### src/hw/sws_pkg.sv
/*
  Shared definitions for the sleep and wake sequencer: register offsets,
  field positions, reset values, state enumeration and the register bus
  carrier struct. Assumes a 32-bit APB register bus.
*/
package sws_pkg;

  // Printed offsets are not multiples of four, so they are indices.
  localparam logic [11:0] IDX_VOLTAGE_MONITOR_CONTROL  = 12'h01e3;
  localparam logic [11:0] IDX_VOLTAGE_COMPARATOR_STATE = 12'h01e4;
  localparam logic [11:0] IDX_MONITOR_DUTY_TRIM        = 12'h01eb;
  localparam logic [11:0] IDX_SYSTEM_STATUS_CONTROL    = 12'h01f0;
  localparam logic [11:0] IDX_INT_PENDING              = 12'h01f1;
  localparam logic [11:0] IDX_INT_MASK                 = 12'h01f2;

  // Voltage monitor control fields.
  localparam int LV_TRIP_LSB   = 0;
  localparam int LEVEL_LSB     = 4;
  localparam logic [7:0] VMC_MASK  = 8'h37;
  localparam logic [7:0] VMC_RESET = 8'h00;
  // Duty trim fields.
  localparam int DUTY_LSB      = 6;
  localparam logic [7:0] DUTY_MASK  = 8'hc0;
  localparam logic [7:0] DUTY_RESET = 8'h00;
  // System status control fields.
  localparam int SSC_SLEEP     = 3;
  localparam int SSC_HALT      = 0;
  localparam logic [7:0] SSC_RESET = 8'h00;

  // Supply reset level codes.
  localparam logic [1:0] LEVEL_OFF = 2'h3;

  // Duty-cycle on-times in slow clock periods.
  localparam logic [9:0] DUTY_ON_00 = 10'h080;
  localparam logic [9:0] DUTY_ON_01 = 10'h200;
  localparam logic [9:0] DUTY_ON_10 = 10'h020;
  localparam logic [9:0] DUTY_ON_11 = 10'h008;

  // Slow oscillator periods for oscillator recovery after wake.
  localparam logic [1:0] OSC_RECOVER_PERIODS = 2'h3;

  // Wake time limits, in microseconds, and the processor clock rate.
  localparam int WAKE_MIN_US = 75;
  localparam int WAKE_MAX_US = 105;
  localparam int CLK_MHZ     = 10;
  localparam int WAKE_MAX_CYC = WAKE_MAX_US * CLK_MHZ;

  typedef enum {
    ST_AWAKE,
    ST_HALT_REQ,
    ST_WAIT_FALL,
    ST_ASLEEP,
    ST_WAKE_SYNC,
    ST_POWER_UP,
    ST_SAMPLE,
    ST_RELEASE
  } sws_state_e;

  typedef struct packed {
    logic        psel;
    logic        penable;
    logic        pwrite;
    logic [31:0] paddr;
    logic [31:0] pwdata;
  } sws_apb_req_s;

endpackage

### src/hw/sws_edge_sync.sv
/*
  Two-flop synchroniser with edge detection for a slow clock sampled by
  the processor clock. Assumes the sampled clock is far slower than clk.
*/
`timescale 1ns/1ns
module sws_edge_sync (
  input  wire logic clk,
  input  wire logic resetn,
  input  wire logic async_in,
  output logic      level,
  output logic      rise,
  output logic      fall
);

  logic meta;
  logic sync;
  logic prev;

  // The first flop feeds only the second; edges come from later stages.
  always_ff @(posedge clk) begin
    if (!resetn) begin
      meta <= 1'b0;
      sync <= 1'b0;
      prev <= 1'b0;
    end else begin
      meta <= async_in;
      sync <= meta;
      prev <= sync;
    end
  end

  assign level = sync;
  assign rise  = sync & ~prev;
  assign fall  = ~sync & prev;

endmodule // sws_edge_sync

### src/hw/sws_top.sv
/*
  Sleep entry and wake sequencer with supply-monitor configuration,
  reached over APB. Assumes the processor core answers the halt request
  with an acknowledge after any number of clocks, that the slow oscillator and
  the analog comparators arrive asynchronously, and that the system clock
  clk is the processor clock.
*/
// How it works
// - Sleep bit halts execution until interrupt or reset
// - Only unmasked pending interrupts wake the device
// - Wake resumes only while halt bit clear
// - Sleep forces internal oscillator; three-period recovery (here held until the first APB write after wake)
// - Internal fast oscillator restarts immediately on wake
// - Post-sleep instruction runs before interrupt service
// - Sleep bit immediately raises halt request
// - After acknowledge, falling edge asserts power-down
// - Power-down turns off flash, oscillator, filter, bandgap
// - Wake interrupt synchronised on slow falling edge
// - Next slow rising edge negates power-down
// - Following slow rising edge samples monitor outputs
// - Next slow falling edge drops halt request
// - Wake takes between 75 and 105 microseconds
// - Slow oscillator runs in sleep, optional low-power
// - Sleep duty-cycles the low-voltage detector
// - Duty field selects 128, 512, 32, 8 periods
// - Comparator register shows detector and reset outputs
// - Sleep timer interrupt wakes and ticks awake
`timescale 1ns/1ns
module sws_top #(
  parameter int NUM_IRQ = 8
) (
  input  wire logic               clk,
  input  wire logic               resetn,
  input  wire logic               psel,
  input  wire logic               penable,
  input  wire logic               pwrite,
  input  wire logic [31:0]        paddr,
  input  wire logic [31:0]        pwdata,
  output logic      [31:0]        prdata,
  output logic                    pready,
  output logic                    pslverr,
  input  wire logic               slow_clk,
  input  wire logic [NUM_IRQ-1:0] irq_in,
  input  wire logic               halt_acknowledge,
  input  wire logic               lvd_comp,
  input  wire logic               supply_reset_comp,
  output logic                    halt_request,
  output logic                    power_down_line,
  output logic                    force_internal_osc,
  output logic                    osc_restart,
  output logic                    slow_osc_low_power,
  output logic                    monitor_enable,
  output logic      [2:0]         lv_trip_select,
  output logic      [1:0]         supply_reset_level,
  output logic                    supply_reset_enable,
  output logic                    cpu_ready
);

  // The read mux and the mask write carry at most one 32-bit word of sources.
  if (NUM_IRQ < 1 || NUM_IRQ > 32) begin : g_irq_range
    $error("NUM_IRQ must lie between 1 and 32");
  end

  sws_pkg::sws_state_e state;
  sws_pkg::sws_state_e next_state;
  sws_pkg::sws_apb_req_s req;

  logic [7:0]         voltage_monitor_control;
  logic [7:0]         monitor_duty_trim;
  logic [7:0]         system_status_control;
  logic [NUM_IRQ-1:0] int_mask;
  logic [NUM_IRQ-1:0] int_pending;
  logic               slow_low_power_cfg;
  logic [1:0]         lvd_meta;
  logic [1:0]         lvd_sync;
  logic [1:0]         cmp_sample;
  logic [NUM_IRQ-1:0] irq_meta;
  logic [NUM_IRQ-1:0] irq_sync;
  logic [9:0]         duty_cnt;
  logic [1:0]         recover_cnt;
  logic               slow_level;
  logic               slow_rise;
  logic               slow_fall;
  logic               clk_fall_seen;

  assign req = '{psel: psel, penable: penable, pwrite: pwrite, paddr: paddr, pwdata: pwdata};

  // Slow clock edges seen in the processor clock domain.
  sws_edge_sync u_slow_sync (
    .clk      (clk),
    .resetn   (resetn),
    .async_in (slow_clk),
    .level    (slow_level),
    .rise     (slow_rise),
    .fall     (slow_fall)
  );

  // Asynchronous comparator and interrupt inputs pass two flops.
  always_ff @(posedge clk) begin
    if (!resetn) begin
      lvd_meta <= 2'h0;
      lvd_sync <= 2'h0;
      irq_meta <= '0;
      irq_sync <= '0;
    end else begin
      lvd_meta <= {lvd_comp, supply_reset_comp};
      lvd_sync <= lvd_meta;
      irq_meta <= irq_in;
      irq_sync <= irq_meta;
    end
  end

  // Bus decode: index times four gives the byte address.
  wire        wr_en   = req.psel & req.penable & req.pwrite & (req.paddr[31:14] == 18'h0_0000);
  wire [11:0] idx     = req.paddr[13:2];
  wire        hit_vmc = (idx == sws_pkg::IDX_VOLTAGE_MONITOR_CONTROL);
  wire        hit_vcs = (idx == sws_pkg::IDX_VOLTAGE_COMPARATOR_STATE);
  wire        hit_dty = (idx == sws_pkg::IDX_MONITOR_DUTY_TRIM);
  wire        hit_ssc = (idx == sws_pkg::IDX_SYSTEM_STATUS_CONTROL);
  wire        hit_pnd = (idx == sws_pkg::IDX_INT_PENDING);
  wire        hit_msk = (idx == sws_pkg::IDX_INT_MASK);
  wire        mapped  = (req.paddr[31:14] == 18'h0_0000) &
                        (hit_vmc | hit_vcs | hit_dty | hit_ssc | hit_pnd | hit_msk);

  // Wake qualification ignores any global enable; only the mask counts.
  wire [NUM_IRQ-1:0] wake_vec   = int_pending & int_mask;
  wire               wake_req   = |wake_vec;
  wire               halt_bit   = system_status_control[sws_pkg::SSC_HALT];
  wire               sleep_bit  = system_status_control[sws_pkg::SSC_SLEEP];
  wire               sleep_wr   = wr_en & hit_ssc & req.pwdata[sws_pkg::SSC_SLEEP];
  wire [1:0]         duty_code  = monitor_duty_trim[sws_pkg::DUTY_LSB +: 2];
  wire [1:0]         level_code = voltage_monitor_control[sws_pkg::LEVEL_LSB +: 2];

  // On-time of the monitors per duty code, in slow periods.
  wire [9:0] duty_on = (duty_code == 2'h0) ? sws_pkg::DUTY_ON_00 :
                       (duty_code == 2'h1) ? sws_pkg::DUTY_ON_01 :
                       (duty_code == 2'h2) ? sws_pkg::DUTY_ON_10 :
                                             sws_pkg::DUTY_ON_11;

  // Read data; reserved bits come back as zero.
  wire [7:0] cmp_read = {6'h00, lvd_sync};
  wire [31:0] rd_mux =
    hit_vmc ? {24'h00_0000, voltage_monitor_control} :
    hit_vcs ? {24'h00_0000, cmp_read} :
    hit_dty ? {24'h00_0000, monitor_duty_trim} :
    hit_ssc ? {24'h00_0000, system_status_control} :
    hit_pnd ? 32'(int_pending) :
    hit_msk ? 32'(int_mask) : 32'h0000_0000;

  // Sequencer: entry on processor clock, wake paced by slow clock edges.
  always_comb begin
    next_state = state;
    case (state)
      sws_pkg::ST_AWAKE: begin
        if (sleep_wr) begin
          next_state = sws_pkg::ST_HALT_REQ;
        end
      end
      sws_pkg::ST_HALT_REQ: begin
        if (halt_acknowledge) begin
          next_state = sws_pkg::ST_WAIT_FALL;
        end
      end
      sws_pkg::ST_WAIT_FALL: begin
        next_state = sws_pkg::ST_ASLEEP;
      end
      sws_pkg::ST_ASLEEP: begin
        if (wake_req && !halt_bit && slow_fall) begin
          next_state = sws_pkg::ST_POWER_UP;
        end
      end
      sws_pkg::ST_POWER_UP: begin
        if (slow_rise) begin
          next_state = sws_pkg::ST_SAMPLE;
        end
      end
      sws_pkg::ST_SAMPLE: begin
        if (slow_rise) begin
          next_state = sws_pkg::ST_RELEASE;
        end
      end
      sws_pkg::ST_RELEASE: begin
        if (slow_fall) begin
          next_state = sws_pkg::ST_AWAKE;
        end
      end
      default: begin
        next_state = sws_pkg::ST_AWAKE;
      end
    endcase
  end

  // The falling clock edge after acknowledge is modelled as the next
  // cycle, so power-down rises half a period later than ideal.
  always_ff @(posedge clk) begin
    if (!resetn) begin
      state         <= sws_pkg::ST_AWAKE;
      clk_fall_seen <= 1'b0;
    end else begin
      state         <= next_state;
      clk_fall_seen <= (state == sws_pkg::ST_WAIT_FALL);
    end
  end

  // Software registers; the sleep bit clears itself on resume.
  always_ff @(posedge clk) begin
    if (!resetn) begin
      voltage_monitor_control <= sws_pkg::VMC_RESET;
      monitor_duty_trim       <= sws_pkg::DUTY_RESET;
      system_status_control   <= sws_pkg::SSC_RESET;
      int_mask                <= '0;
      slow_low_power_cfg      <= 1'b0;
    end else begin
      if (wr_en && hit_vmc) begin
        voltage_monitor_control <= req.pwdata[7:0] & sws_pkg::VMC_MASK;
      end
      if (wr_en && hit_dty) begin
        monitor_duty_trim <= req.pwdata[7:0] & sws_pkg::DUTY_MASK;
      end
      if (wr_en && hit_ssc) begin
        system_status_control <= req.pwdata[7:0] & 8'h09;
        slow_low_power_cfg    <= req.pwdata[7];
      end else if (state == sws_pkg::ST_RELEASE && slow_fall) begin
        system_status_control[sws_pkg::SSC_SLEEP] <= 1'b0;
      end
      if (wr_en && hit_msk) begin
        int_mask <= req.pwdata[NUM_IRQ-1:0];
      end
    end
  end

  // Pending interrupts: a new event wins over a software clear.
  always_ff @(posedge clk) begin
    if (!resetn) begin
      int_pending <= '0;
    end else begin
      int_pending <= (int_pending & ~((wr_en && hit_pnd) ? req.pwdata[NUM_IRQ-1:0] : '0)) | irq_sync;
    end
  end

  // Monitor duty cycling: always on when awake, on for duty_on of each
  // 2*duty_on slow periods while asleep, trading latency for power.
  always_ff @(posedge clk) begin
    if (!resetn) begin
      duty_cnt <= 10'h000;
    end else if (state != sws_pkg::ST_ASLEEP) begin
      duty_cnt <= 10'h000;
    end else if (slow_rise) begin
      duty_cnt <= (duty_cnt >= 10'((duty_on << 1) - 10'h001)) ? 10'h000 : duty_cnt + 10'h001;
    end
  end

  // Comparator values captured at the settle edge of the wake sequence.
  always_ff @(posedge clk) begin
    if (!resetn) begin
      cmp_sample <= 2'h0;
    end else if (state == sws_pkg::ST_SAMPLE && slow_rise) begin
      cmp_sample <= lvd_sync;
    end
  end

  // Oscillator recovery counts three slow periods after power-up.
  always_ff @(posedge clk) begin
    if (!resetn) begin
      recover_cnt <= 2'h0;
    end else if (state == sws_pkg::ST_POWER_UP && slow_rise) begin
      recover_cnt <= sws_pkg::OSC_RECOVER_PERIODS;
    end else if (recover_cnt != 2'h0 && slow_rise) begin
      recover_cnt <= recover_cnt - 2'h1;
    end
  end

  // Power stays down through the power-up state until the slow rising edge.
  wire pd_hold = (next_state == sws_pkg::ST_ASLEEP) || (next_state == sws_pkg::ST_POWER_UP);

  // Registered outputs.
  always_ff @(posedge clk) begin
    if (!resetn) begin
      halt_request        <= 1'b0;
      power_down_line     <= 1'b0;
      force_internal_osc  <= 1'b0;
      osc_restart         <= 1'b0;
      slow_osc_low_power  <= 1'b0;
      monitor_enable      <= 1'b1;
      lv_trip_select      <= 3'h0;
      supply_reset_level  <= 2'h0;
      supply_reset_enable <= 1'b1;
      cpu_ready           <= 1'b1;
      prdata              <= 32'h0000_0000;
      pready              <= 1'b0;
      pslverr             <= 1'b0;
    end else begin
      halt_request        <= (next_state != sws_pkg::ST_AWAKE);
      power_down_line     <= pd_hold;
      force_internal_osc  <= (state != sws_pkg::ST_AWAKE) ? 1'b1 : (force_internal_osc & ~wr_en);
      osc_restart         <= (state == sws_pkg::ST_POWER_UP) && (next_state == sws_pkg::ST_SAMPLE);
      slow_osc_low_power  <= slow_low_power_cfg & (state == sws_pkg::ST_ASLEEP);
      monitor_enable      <= (state != sws_pkg::ST_ASLEEP) || (duty_cnt < duty_on);
      lv_trip_select      <= voltage_monitor_control[sws_pkg::LV_TRIP_LSB +: 3];
      supply_reset_level  <= level_code;
      supply_reset_enable <= (level_code != sws_pkg::LEVEL_OFF);
      cpu_ready           <= (next_state == sws_pkg::ST_AWAKE);
      pready              <= req.psel & ~req.penable;
      pslverr             <= req.psel & ~req.penable & ~mapped;
      prdata              <= (req.psel & ~req.penable) ? rd_mux : prdata;
    end
  end

  localparam int WAKE_LIMIT = sws_pkg::WAKE_MAX_CYC;

  // Counts processor cycles from a wake decision to resumed execution.
  int wake_cyc;
  always_ff @(posedge clk) begin
    if (!resetn || state == sws_pkg::ST_AWAKE) begin
      wake_cyc <= 0;
    end else if (state != sws_pkg::ST_ASLEEP && state != sws_pkg::ST_HALT_REQ && state != sws_pkg::ST_WAIT_FALL) begin
      wake_cyc <= wake_cyc + 1;
    end
  end
endmodule // sws_top

### config.mk
export PLATFORM = sky130hd
export DESIGN_NAME = sws_top
export DESIGN_NICKNAME = d
export VERILOG_FILES = /design/src/hw/sws_pkg.sv /design/src/hw/sws_edge_sync.sv /design/src/hw/sws_top.sv
export SDC_FILE = /design/constraint.sdc
export NUM_CORES = 1
export LEC_CHECK = 0
export BUFFER_PORTS_ARGS = -buffer_cell sky130_fd_sc_hd__buf_2
export CAP_MARGIN = 10
export CORE_ASPECT_RATIO = 0.75
export CORE_MARGIN = 1.5
export CORE_UTILIZATION = 30
export DETAILED_ROUTE_END_ITERATION = 8
export GPL_TIMING_DRIVEN = 0
export MAX_ROUTING_LAYER = met4
export PLACE_DENSITY = 0.5
export SYNTH_ARGS = -nofsm -noshare
export SYNTH_HDL_FRONTEND = slang
export SYNTH_SLANG_ARGS = --single-unit
### constraint.sdc
create_clock -name clk -period 4.26 [get_ports clk]
set_clock_uncertainty 0.2 [all_clocks]
set_input_delay 0.852 -clock clk [delete_from_list [all_inputs] [get_ports clk]]
set_output_delay 0.852 -clock clk [all_outputs]
set_load 0.01 [all_outputs]
# After elaboration in Yosys (flattened, before gate mapping)
# Cells that the tools add are included.
# word_totals
register_bits	138
latchBits	0
mem_bits_rw	0
rom_bits	0
inputBits	81
wordCells	124
n_memories	0
# classes
n_addsub	2
mul	0
n_div	0
n_lt_le_gt_ge	2
n_eq_ne	22
shift	0
n_mux	21
bitwise_logic	27
reduce_logical	21
# ops
cell	n
32-bit case mux with 7 select lines	1
32-bit two-way mux	6
32-bit by 3-bit equality test with 1-bit output (second input constant)	5
32-bit by 4-bit equality test with 1-bit output (second input constant)	4
12-bit by 9-bit equality test with 1-bit output (second input constant)	6
32-bit by 2-bit equality test with 1-bit output (second input constant)	2
32-bit zero test	2
32-bit nonzero test	2
8-bit two-way mux	7
32-bit by 1-bit equality test with 1-bit output (second input constant)	1
32-bit by 3-bit != test with 1-bit output (second input constant)	1
10-bit two-way mux	3
18-bit zero test	1
8-bit bitwise AND	2
1-bit bitwise AND	12
10-bit by 1-bit adder with 10-bit output (second input constant)	1
10-bit >= comparator	1
10-bit less-than comparator	1
10-bit by 1-bit subtractor with 10-bit output (second input constant)	1
1-bit logical AND	9
8-bit NOT	1
8-bit bitwise OR	1
8-bit OR reduction	1
6-bit two-way mux	1
other kinds (11)	23

# Depth between registers and ports, before layout
# Gate-level depths: netlist of run 1.
# logic_depth
word_depth	9
mapped_depth	9
depth_no_buf	9

# Hierarchy
# Synthesis of run 1 repeated with hierarchy kept, for this count alone.
# hier_totals
hier_cells	454
area_unflattened_um2	4558.1
# by_module_without_submodules
module	n_inst	cells_each	area_per_inst_um2
sws_top	1	446	4466.8
sws_edge_sync	1	8	91.3

# Worst setup path after synthesis of run 1
# Ideal clock, no wire load.
# synth_path
path_type	input port to flip-flop
startpoint	in paddr[11]
endpoint	reg system_status_control[3]
arrival_time_ns	2.277
slack_ns	1.667
path_stages	5
n_path_buf	1
path_cell_list	nor4b_4 -> nand3_4 -> or4b_1 -> buf_2 -> a41o_1
# synth_via
elab_chain_len	3
word_cells_on_any_way	4
cone_classes	eq/ne (1); mux (1); reduce/logical (2)
# synth_rtl
item	line_no	text
start, declared	sws_top.sv:37	input wire logic [31:0] paddr,
12-bit by 9-bit equality test with 1-bit output (*)	sws_top.sv:119	wire hit_ssc = (idx == sws_pkg::IDX_SYSTEM_STATUS_CONTROL);
1-bit logical AND (*)	sws_top.sv:220	if (wr_en && hit_ssc) begin
1-bit two-way mux or 2-bit nonzero test (tied branches)	--	
end signal, assigned	sws_top.sv:210	system_status_control <= sws_pkg::SSC_RESET;
end signal, assigned	sws_top.sv:221	system_status_control <= req.pwdata[7:0] & 8'h09;
end, declared	sws_top.sv:70	logic [7:0] system_status_control;
# Every way passes the cells marked *; elsewhere a longest branch is shown, timed or not.
# A chain may end at the register's enable or synchronous reset.

# Final worst setup path of run 1
# layout_path
startpoint	in paddr[26]
endpoint	reg int_pending[1]
# layout_via
elab_chain_len	7
# layout_rtl
item	line_no	text
18-bit zero test	sws_top.sv:114	wire wr_en = req.psel & req.penable & req.pwrite & (req.paddr[31:14] == 18'h0_0000);
1-bit bitwise AND	sws_top.sv:114	
1-bit logical AND	sws_top.sv:237	int_pending <= (int_pending & ~((wr_en && hit_pnd) ? req.pwdata[NUM_IRQ-1:0] : '0)) | irq_sync;
8-bit two-way mux	sws_top.sv:237	
8-bit NOT	sws_top.sv:237	
8-bit bitwise AND	sws_top.sv:237	
8-bit bitwise OR	sws_top.sv:237	
end signal, assigned	sws_top.sv:237	
end, declared	sws_top.sv:72	logic [NUM_IRQ-1:0] int_pending;
# No other way between the ends.

==> results of run 1 <==
-- power groups by stage --
stage                     combinational (mW)  clock, mW  sequential [mW]
after global placement                 0.122          0             1.14
after floorplan                       0.0716          0             1.14
after detailed placement               0.124          0             1.14
after global routing                   0.142       1.64             1.12
final                                  0.124       1.55             1.11
after CTS                              0.124       1.58             1.11
-- Yosys cell counts (3+ instances only) --
cell type	instances	share of area, %
a22oi_1	9	1.5
a211oi_1	7	1.2
o21bai_1	3	0.50
nor3b_1	3	0.50
nand2_1	33	2.7
a21oi_1	13	1.4
buf_2	4	0.44
buf_4	25	4.2
inv_1	14	1.2
a21o_1	3	0.50
nand3_1	5	0.56
o21a_1	3	0.50
nand4_1	8	1.1
mux2i_1	19	4.2
or2_2	3	0.42
nor4_1	12	1.7
nand2b_1	7	0.97
o21ai_0	12	1.3
a31oi_1	10	1.4
xor2_1	4	0.78
dfxtp_1	114	51
nor2b_1	6	0.83
and2_1	29	4.0
nor3_1	12	1.3
and3_1	3	0.42
nor2_1	37	3.1
clkbuf_1	15	1.2
xnor2_1	3	0.58
o31a_1	4	0.78
ha_1	12	3.3
-- how the worst min path moves through the flow --
stage | start | endpoint | slack, ns | cells after the start
2_1_floorplan | voltage_monitor_control[5] | supply_reset_enable | 0.18 | 1
3_3_place_gp | u_slow_sync.meta | u_slow_sync.level | 0.22 | 1
3_5_place_dp | irq_meta[5] | irq_sync[5] | 0.22 | 1
4_1_cts | irq_meta[5] | irq_sync[5] | 0.23 | 1
5_1_grt | irq_meta[2] | irq_sync[2] | 0.25 | 1
6_report | irq_meta[5] | irq_sync[5] | 0.23 | 1
-- layout by cell type (no fill, tap or decap), types with 13 or more instances in the layout --
cell / Yosys / layout
dfxtp_1: 114 / 114
buf_2: 4 / 80
conb_1: 1 / 53
nor2_1: 37 / 37
nand2_1: 33 / 33
and2_1: 29 / 29
buf_4: 25 / 25
mux2i_1: 19 / 19
clkbuf_16: 0 / 17
clkbuf_1: 15 / 15
inv_1: 14 / 14
a21oi_1: 13 / 13
-- critical path, delay by kind of cell --
| family | cells | cell delay, ns |
|---|---|---|
| AO/OA/AOI/OAI | 1 | 0.16 |
| buffers and inverters | 1 | 0.09 |
| AND/OR/NAND/NOR | 4 | 1.74 |
-- per-layer routing --
metal  wire length (microns)  up-vias  global-route usage, %  part of all wire (%)
li1                        -     1844                      -                     -
met1                    5110     1613                   18.6                    49
met2                    4580       95                   22.6                    44
met3                     543       16                   3.82                   5.2
met4                     138        0                   5.63                   1.3
met5                       0        -                      -                     0
-- logic make-up after synthesis --
logic type,share of synthesized area (%)
compound gates,11.6
xor+xnor,1.36
fa+ha+maj,3.33
buf+inv,7.02
flops,50.6
mux,4.22
other cells,0.0832
simple gates,21.7
-- flip-flops by register name, summed over array words and instances (netlist names), 2 cells and up --
signal and cells:
system_status_control 2, irq_meta 8, lv_trip_select 3, supply_reset_level 2, lvd_meta 2, int_mask 8, irq_sync 8, int_pending 8
lvd_sync 2, voltage_monitor_control 5, duty_cnt 10, monitor_duty_trim 2, prdata 8, state 32
-- layout make-up --
| class | instances | share of cell area [%] |
|---|---|---|
| Clock buffer | 18 | 7.35 |
| Sequential cell | 114 | 38.2 |
| Tap cell | 200 | 4.19 |
| Buffer | 44 | 4.42 |
| Inverter | 14 | 0.879 |
| Timing Repair Buffer | 76 | 6.36 |
| Clock inverter | 12 | 3.43 |
| Multi-Input combinational cell | 343 | 35.2 |
==> results.cfg, run 1 <==
[timing]
period_share_pct = 65.1
tightest_slew_ns = 0.595
postLayoutSetupSlackWorst_ns = 1.49
fmax_mhz = 361
fin_crit_ns = 2.77
fin_hold_ws_ns = 0.229
setup_tns_ns = 0
drv_slew = 0
hold_violations = 0
rsz0062_at_grt = no
setup_viol = 0
relSlewSlack_pct = 60.3

[cells_and_area]
stdcell_area_sq_mm = 0.00598
nets = 703
nFillCells = 1466
utilization_pct = 41.1
multi_input_area_sq_mm = 0.00210
drive_gt1_share_pct = 23.0
syn2layout_area_growth_pct = 32.6
fin_cells = 821
antenna_cells = 0
seqCellArea_sq_mm = 0.00228

[setup_path]
crit_chain = buf_2, nor4_1, nand3_1, or2_2, nor3_2, a31oi_1
crit_fanout = 8
cpMaxStageDelayCell = nor4_1
start_kind = input port
worst_setup_path_end_kind = flip-flop
critical_path_class = in2reg
endpoint = int_pending[1]
r2r_end = duty_cnt[7]
rr_startpoint = monitor_duty_trim[6]
ff2ff_setup_slack_ns = 1.89
crit_arrival_ns = 2.84
crit_start = paddr[26]
r2r_cells = 7
critPathMaxStageDelay_ns = 0.50
cp.required_ns = 4.33

[synth]
synthCells = 463
synth_edf_count = 0
synth_seq_cells = 114
syn_avg_cell_area_sq_um = 9.74
async_reset_ff_share_pct = 0
synth_area_sq_mm = 0.00451
yosysUniqueCellTypes = 53
ys_seq_area_share_pct = 50.6
dominantRegCellSynth = dfxtp_1
synth_warnings = 0

[global_routing]
grt_pass1_vias = 3416
grt_use_total_pct = 14.7
grt_pass1_wl_microns = 17000
grt_max_degree = 17
grt_overflow = 0
antenna_found_initial = 0

[power_and_ir_drop]
vdd_ir_drop_max_mv = 0.250
p_leak_nw = 2.54
switchingPower_mw = 0.585
clock_power_share_pct = 55.7
switching_share_pct = 20.9
total_power_mw = 2.79
combPwrFrac_pct = 4.5
power_frac_seq_pct = 39.9
internal-power_mw = 2.21
power_density_mw_per_mm2 = 467

[die]
core-area_sq_mm = 0.0145
io_pins = 128
start_util_pct = 31.0
die_h_microns = 109
die_w_microns = 145
fp-row-count = 38
dieArea_sq_mm = 0.0158

[drt]
drt_wl_total_microns = 10400
antenna_left = 0
post_drt_wl_per_cell_microns = 12.6
dr_total_vias = 3568
dr.pass1.iters = 4
drc = 0
viasPerCell = 4.35
drt_iter0_markers = 146

[clocking]
cts-htree-levels = 4
clock_sinks = 114
ctsResizeCount = 0
cts-hold-fix-buffers = 0
clockBufferDepth = 2
cts_made_buffers = 17
ctsRootBufferMaster = clkbuf_16
post_cts_buffers = 0
clock_latency_ns = 0.41
tritoncts = done
clk_pin_slew_ns = 0.05

[placed_design]
post-place-ws_ns = 1.04
gp_congestion = 0.809
dp.cells = 791
dpl_cell_area_sq_mm = 0.00533
dpl.hpwl_microns = 7890
portBuffers = 76

[status]
outcome = completed

[job]
max_cap_viol_count = 0

[hold_path]
hold_path.class = reg2reg
Note: power is estimated with default switching activity, not from simulation.
==> inputs of run 2 (changes only) <==
PLACE_DENSITY = 0.52   (was 0.5)
clock period = 2.55 ns   (was 4.26 ns; I/O delays follow)
==> run 2 against run 1 <==
Effect of this change:
- non-clock buffer count unchanged
- combinational power is 68% higher
- first-iteration DRC count fell by 13%
- sequential power rose by 68%
- global-route usage decreased by 0.65 points
- design area about the same
- wire length down 1.3%
- register-to-register slack worse by 1.6 ns
- total power is 62% higher
- critical path type unchanged
- largest cell class unchanged
- largest power group unchanged
==> results.cfg, run 2 (synthesis gave the netlist of run 1 again) <==
[setup_path]
crit_top_cell = nor4_1
rr_startpoint = monitor_duty_trim[6]
critPathMaxStageDelay_ns = 0.68
cp.required_ns = 2.66
crit_start = paddr[26]
worst_setup_path_end_kind = flip-flop
critical_path_class = in2reg
crit_arrival_ns = 2.41
start_kind = input port
crit_fanout = 5
cpLargestDelayFamily = simple AND/OR/NAND/NOR gates
cp_num_buf_inv = 1
cpMaxStageDelayCell = nor4_1
crit_chain = buf_2, nor4_1, nand3_1, nor4_1, nor2_1, nor4_1

[drt]
dr_total_vias = 3507
dr.pass1.iters = 6
viasPerCell = 4.26
drt_iter0_markers = 127
antenna_left = 0
drt_wl_total_microns = 10200
post_drt_wl_per_cell_microns = 12.4
drc = 0

[die]
core-area_sq_mm = 0.0145
die_w_microns = 145
start_util_pct = 31.0
die_h_microns = 109
dieArea_sq_mm = 0.0158
fp-row-count = 38
io_pins = 128

[power_and_ir_drop]
total_power_mw = 4.53
vdd_ir_drop_max_mv = 0.606
power_density_mw_per_mm2 = 758
p_leak_nw = 2.56
switching_share_pct = 20.9
power_frac_seq_pct = 41.1
clock_power_share_pct = 54.3
switchingPower_mw = 0.948
combPwrFrac_pct = 4.6
internal-power_mw = 3.58

[clocking]
cts-htree-levels = 4
clock_sinks = 114
ctsResizeCount = 0
cts_made_buffers = 17
clockBufferDepth = 2
post_cts_buffers = 0
tritoncts = done
clk_pin_slew_ns = 0.05
clock_latency_ns = 0.41
ctsRootBufferMaster = clkbuf_16
cts-hold-fix-buffers = 0

[timing]
fin_crit_ns = 2.30
drv_slew = 0
relSlewSlack_pct = 53.0
rsz0062_at_grt = no
setup_viol = 0
hold_violations = 0
tightest_slew_ns = 0.699
fmax_mhz = 435
period_share_pct = 90.2

[cells_and_area]
nets = 703
stdcell_area_sq_mm = 0.00597
antenna_cells = 0
largest_register_ffs = 32
top_register = state
top_regs = state x32, duty_cnt x10
syn2layout_area_growth_pct = 32.5
drive_gt1_share_pct = 23.4
final_common_cell = dfxtp_1
final_cell_mix = dfxtp_1 (114), buf_2 (80), conb_1 (53)

[global_routing]
grt_use_met3_pct = 5.58
busiest_layer = met2
use_met1_pct = 17.3
grt_overflow = 0
grt_max_degree = 17
antenna_found_initial = 0
grt_use_total_pct = 14.1
grt_pass1_vias = 3252
grt_pass1_wl_microns = 15900
grt_util_met2_pct = 20.8

[hold_path]
min-delay-start = irq_in[6]
hold_path.class = in2reg

[status]
outcome = completed

[placed_design]
dpl_cell_area_sq_mm = 0.00533
portBuffers = 76
gp_congestion = 0.814
dpl.hpwl_microns = 7830

[job]
max_cap_viol_count = 0
-- run 2: cell count changes in the layout (fill, tap and decap cells not counted) --
cell        change
bufinv_16       -2
clkbuf_8        +3
clkinv_2        +1
clkinv_4        +2
clkinvlp_4      -1
inv_6           -1
nor2_1          -1
nor2_2          +1
nor3_2          -1
nor3_4          +1
-- run 2: layout make-up --
class / instances / area, sq um
clock inverter: 11 / 151
clock buffer: 21 / 480
timing repair buffer: 76 / 380
multi-input combinational: 343 / 2110
tap: 200 / 250
inverter: 14 / 52.6
buffer: 44 / 264
sequential: 114 / 2280
fill: 1434 / 8570
-- run 2: worst paths after layout --
path,to,slack [ns],cells past startpoint
worst max-delay path,power_down_line,0.25,6
worst min-delay path,irq_meta[6],0.11,2
worst max register to register,duty_cnt[9],0.25,8
worst min register to register,supply_reset_enable,0.22,1
-- run 2: through the flow --
stage          util (%)  setup TNS [ns]  worst slack (ns)  std cells  hold WS (ns)
3_3_place_gp       36.7           -2.04            -0.172        791         0.210
4_1_cts            41.0               0             0.158        823        0.0890
3_5_place_dp       36.7           -3.36            -0.214        791         0.213
5_1_grt            41.1               0            0.0287        823        0.0923
6_report           41.1               0             0.250        823         0.106
2_1_floorplan         -               0             0.299        515         0.179
-- run 2: power groups by stage --
stage	sequential, mW	combinational, mW	clock, mW
floorplan	1.90	0.120	0
global placement	1.90	0.202	0
detailed placement	1.90	0.206	0
CTS	1.86	0.207	2.50
global route	1.87	0.236	2.59
finish	1.86	0.208	2.46
-- run 2: metal layers --
metal	share of wire [%]	vias to the layer above
li1	-	1848
met1	50	1551
met2	43	96
met3	6.0	12
met4	1.3	0
met5	0	-
==> inputs of run 3 (changes only) <==
ABC_AREA = 1   (was not set)
PLACE_DENSITY = 0.51   (was 0.52)
==> run 3 against run 2 <==
Effect of this change:
- clock-buffer cell count fell by 3
- die area increased by 6.2%
- critical path depth grew 5
- total power decreased by 3.8%
- wire length grew 11%
- area after synthesis grew 6.3%
- global-route usage grew 0.59 points
- register-to-register slack gained 0.07 ns
- synthesized cell count grew 33%
- critical endpoint is now duty_cnt[7]
- largest cell class unchanged
- largest power group unchanged
- highest routed layer unchanged
==> results.cfg, run 3 <==
[cells_and_area]
nets = 856
antenna_cells = 0
multi_input_area_sq_mm = 0.00212
top_regs = state x32, duty_cnt x10
top_register = state
syn2layout_area_growth_pct = 29.3
final_common_cell = nand2_1
final_cell_mix = nand2_1 (117), dfxtp_1 (114), inv_1 (88)
drive_gt1_share_pct = 21.3
stdcell_area_sq_mm = 0.00620
largest_register_ffs = 32
seqCellArea_sq_mm = 0.00228
nFillCells = 1637

[global_routing]
grt_overflow = 0
grt_max_degree = 17
antenna_found_initial = 0
grt_use_total_pct = 14.7
grt_pass1_vias = 3784
grt_pass1_wl_microns = 18200
grt_use_met3_pct = 4.11
busiest_layer = met2
grt_util_met2_pct = 20.3
use_met1_pct = 20.0

[status]
outcome = completed

[drt]
drc = 0
viasPerCell = 4.18
drt_iter0_markers = 250
dr.pass1.iters = 5
drt_wl_total_microns = 11300
post_drt_wl_per_cell_microns = 11.5
dr_total_vias = 4104
antenna_left = 0

[power_and_ir_drop]
internal-power_mw = 3.29
power_density_mw_per_mm2 = 703
clock_power_share_pct = 52.5
switchingPower_mw = 1.06
vdd_ir_drop_max_mv = 0.449
switching_share_pct = 24.4
combPwrFrac_pct = 4.9
power_frac_seq_pct = 42.6
p_leak_nw = 3.00

[synth]
synth_top_area_share_pct = 47.6
syn_avg_cell_area_sq_um = 7.78
muxShareOfSynthArea_pct = 0
yosysTopAreaCell = dfxtp_1
synth_top_family_by_area = simple AND/OR/NAND/NOR gates
yosysUniqueCellTypes = 43
synthSimpleGateAreaFrac_pct = 25.3
dominantRegCellSynth = dfxtp_1
synth_adder_area_share_pct = 3.13
synth_edf_count = 0
synthTopCellsByCount = nand2_1 (117), dfxtp_1 (114), inv_1 (88)
async_reset_ff_share_pct = 0
synth_compound_area_share_pct = 10.7
synth_warnings = 0
synthXorXnorAreaFrac_pct = 1.10
synth_area_sq_mm = 0.00479
synth_seq_cells = 114
yosysMostFrequentCell = nand2_1
synth_area_leaders = dfxtp_1 (48%), nand2_1 (9.2%), inv_1 (6.9%)
synthCells = 616
ys_seq_area_share_pct = 47.6

[placed_design]
dpl_cell_area_sq_mm = 0.00563
gp_congestion = 0.875
post-place-ws_ns = 0.206
dpl.hpwl_microns = 8800
portBuffers = 76

[timing]
fin_crit_ns = 2.24
drv_slew = 0
tightest_slew_ns = 0.595
fmax_mhz = 447
setup_viol = 0
setup_tns_ns = 0
relSlewSlack_pct = 60.3
rsz0062_at_grt = no
postLayoutSetupSlackWorst_ns = 0.315
hold_violations = 0
period_share_pct = 87.7
fin_hold_ws_ns = 0.0721

[clocking]
cts_made_buffers = 17
tritoncts = done
post_cts_buffers = 0
clk_pin_slew_ns = 0.06
clockBufferDepth = 2
clock_latency_ns = 0.42
clock_sinks = 114
ctsResizeCount = 0
cts-htree-levels = 4
ctsRootBufferMaster = clkbuf_16
cts-hold-fix-buffers = 0

[hold_path]
hold_path.class = in2reg

[die]
die_h_microns = 112
io_pins = 128
start_util_pct = 31.1
core-area_sq_mm = 0.0154
dieArea_sq_mm = 0.0168
die_w_microns = 149
fp-row-count = 39

[setup_path]
cp.required_ns = 2.65
worst_setup_path_end_kind = flip-flop
crit_arrival_ns = 2.34
critical_path_class = reg2reg
crit_fanout = 8
start_kind = flip-flop

[job]
max_cap_viol_count = 0
[run 3: cell count changes after synthesis, sizes merged, moves of 19 or more]
cell	before	now
nand2	33	121
nor2	37	93
inv	14	91
mux2i	19	0
a21oi	13	32
nand3	6	33
and2	29	1
[run 3: layout make-up]
type | count | share of cell area, %
sequential | 114 | 36.8
tap | 205 | 4.14
multi-input combinational | 427 | 34.3
clock buffer | 18 | 6.92
clock inverter | 14 | 2.32
buffer | 33 | 3.69
inverter | 94 | 5.69
timing repair buffer | 76 | 6.14
[run 3: stage by stage]
step / instances / power (mW) / util [%]
5_1_grt: 981 / 4.52 / 40.2
3_3_place_gp: 949 / 2.10 / 36.5
2_1_floorplan: 668 / 2.02 / -
3_5_place_dp: 949 / 2.11 / 36.5
6_report: 981 / 4.36 / 40.2
4_1_cts: 981 / 4.41 / 40.2
[run 3: metal layers]
| metal | up-vias | share of wire, % | routed length [microns] |
|---|---|---|---|
| met1 | 1777 | 51 | 5810 |
| met5 | - | 0 | 0 |
| met4 | 0 | 1.1 | 123 |
| met3 | 10 | 7.8 | 887 |
| met2 | 153 | 40 | 4510 |
| li1 | 2164 | - | - |
[run 3: final timing paths]
kind,end,slack (ns),depth (start not counted),startpoint
setup reg to reg,duty_cnt[7],0.31,11,monitor_duty_trim[6]
setup / recovery,duty_cnt[7],0.31,11,monitor_duty_trim[6]
hold reg to reg,irq_sync[6],0.21,2,irq_meta[6]
hold / removal,lvd_meta[1],0.07,3,lvd_comp
[run 3: cells by family after synthesis]
| kind of cell | Yosys count |
|---|---|
| simple gates | 273 |
| buf+inv | 127 |
| flops | 114 |
| compound gates | 83 |
| fa+ha+maj | 12 |
| xor+xnor | 6 |
| other cells | 1 |
[run 3: power groups by stage]
| stage | clock [mW] | sequential (mW) | combinational, mW |
|---|---|---|---|
| 2_1_floorplan | 0 | 1.89 | 0.128 |
| 3_3_place_gp | 0 | 1.89 | 0.210 |
| 3_5_place_dp | 0 | 1.90 | 0.211 |
| 4_1_cts | 2.34 | 1.86 | 0.213 |
| 5_1_grt | 2.42 | 1.86 | 0.243 |
| 6_report | 2.29 | 1.86 | 0.213 |
[run 3: critical path, stage by stage, from the launching register on]
cell and delay, ns:
dfxtp_1 0.33, inv_1 0.11, nand2_1 0.09, ha_1 0.32, ha_1 0.28, nand2_1 0.05, nor2_1 0.13, o21ai_0 0.10
o2111ai_1 0.14, nand2_1 0.15, nand2_2 0.17, nor3b_1 0.07
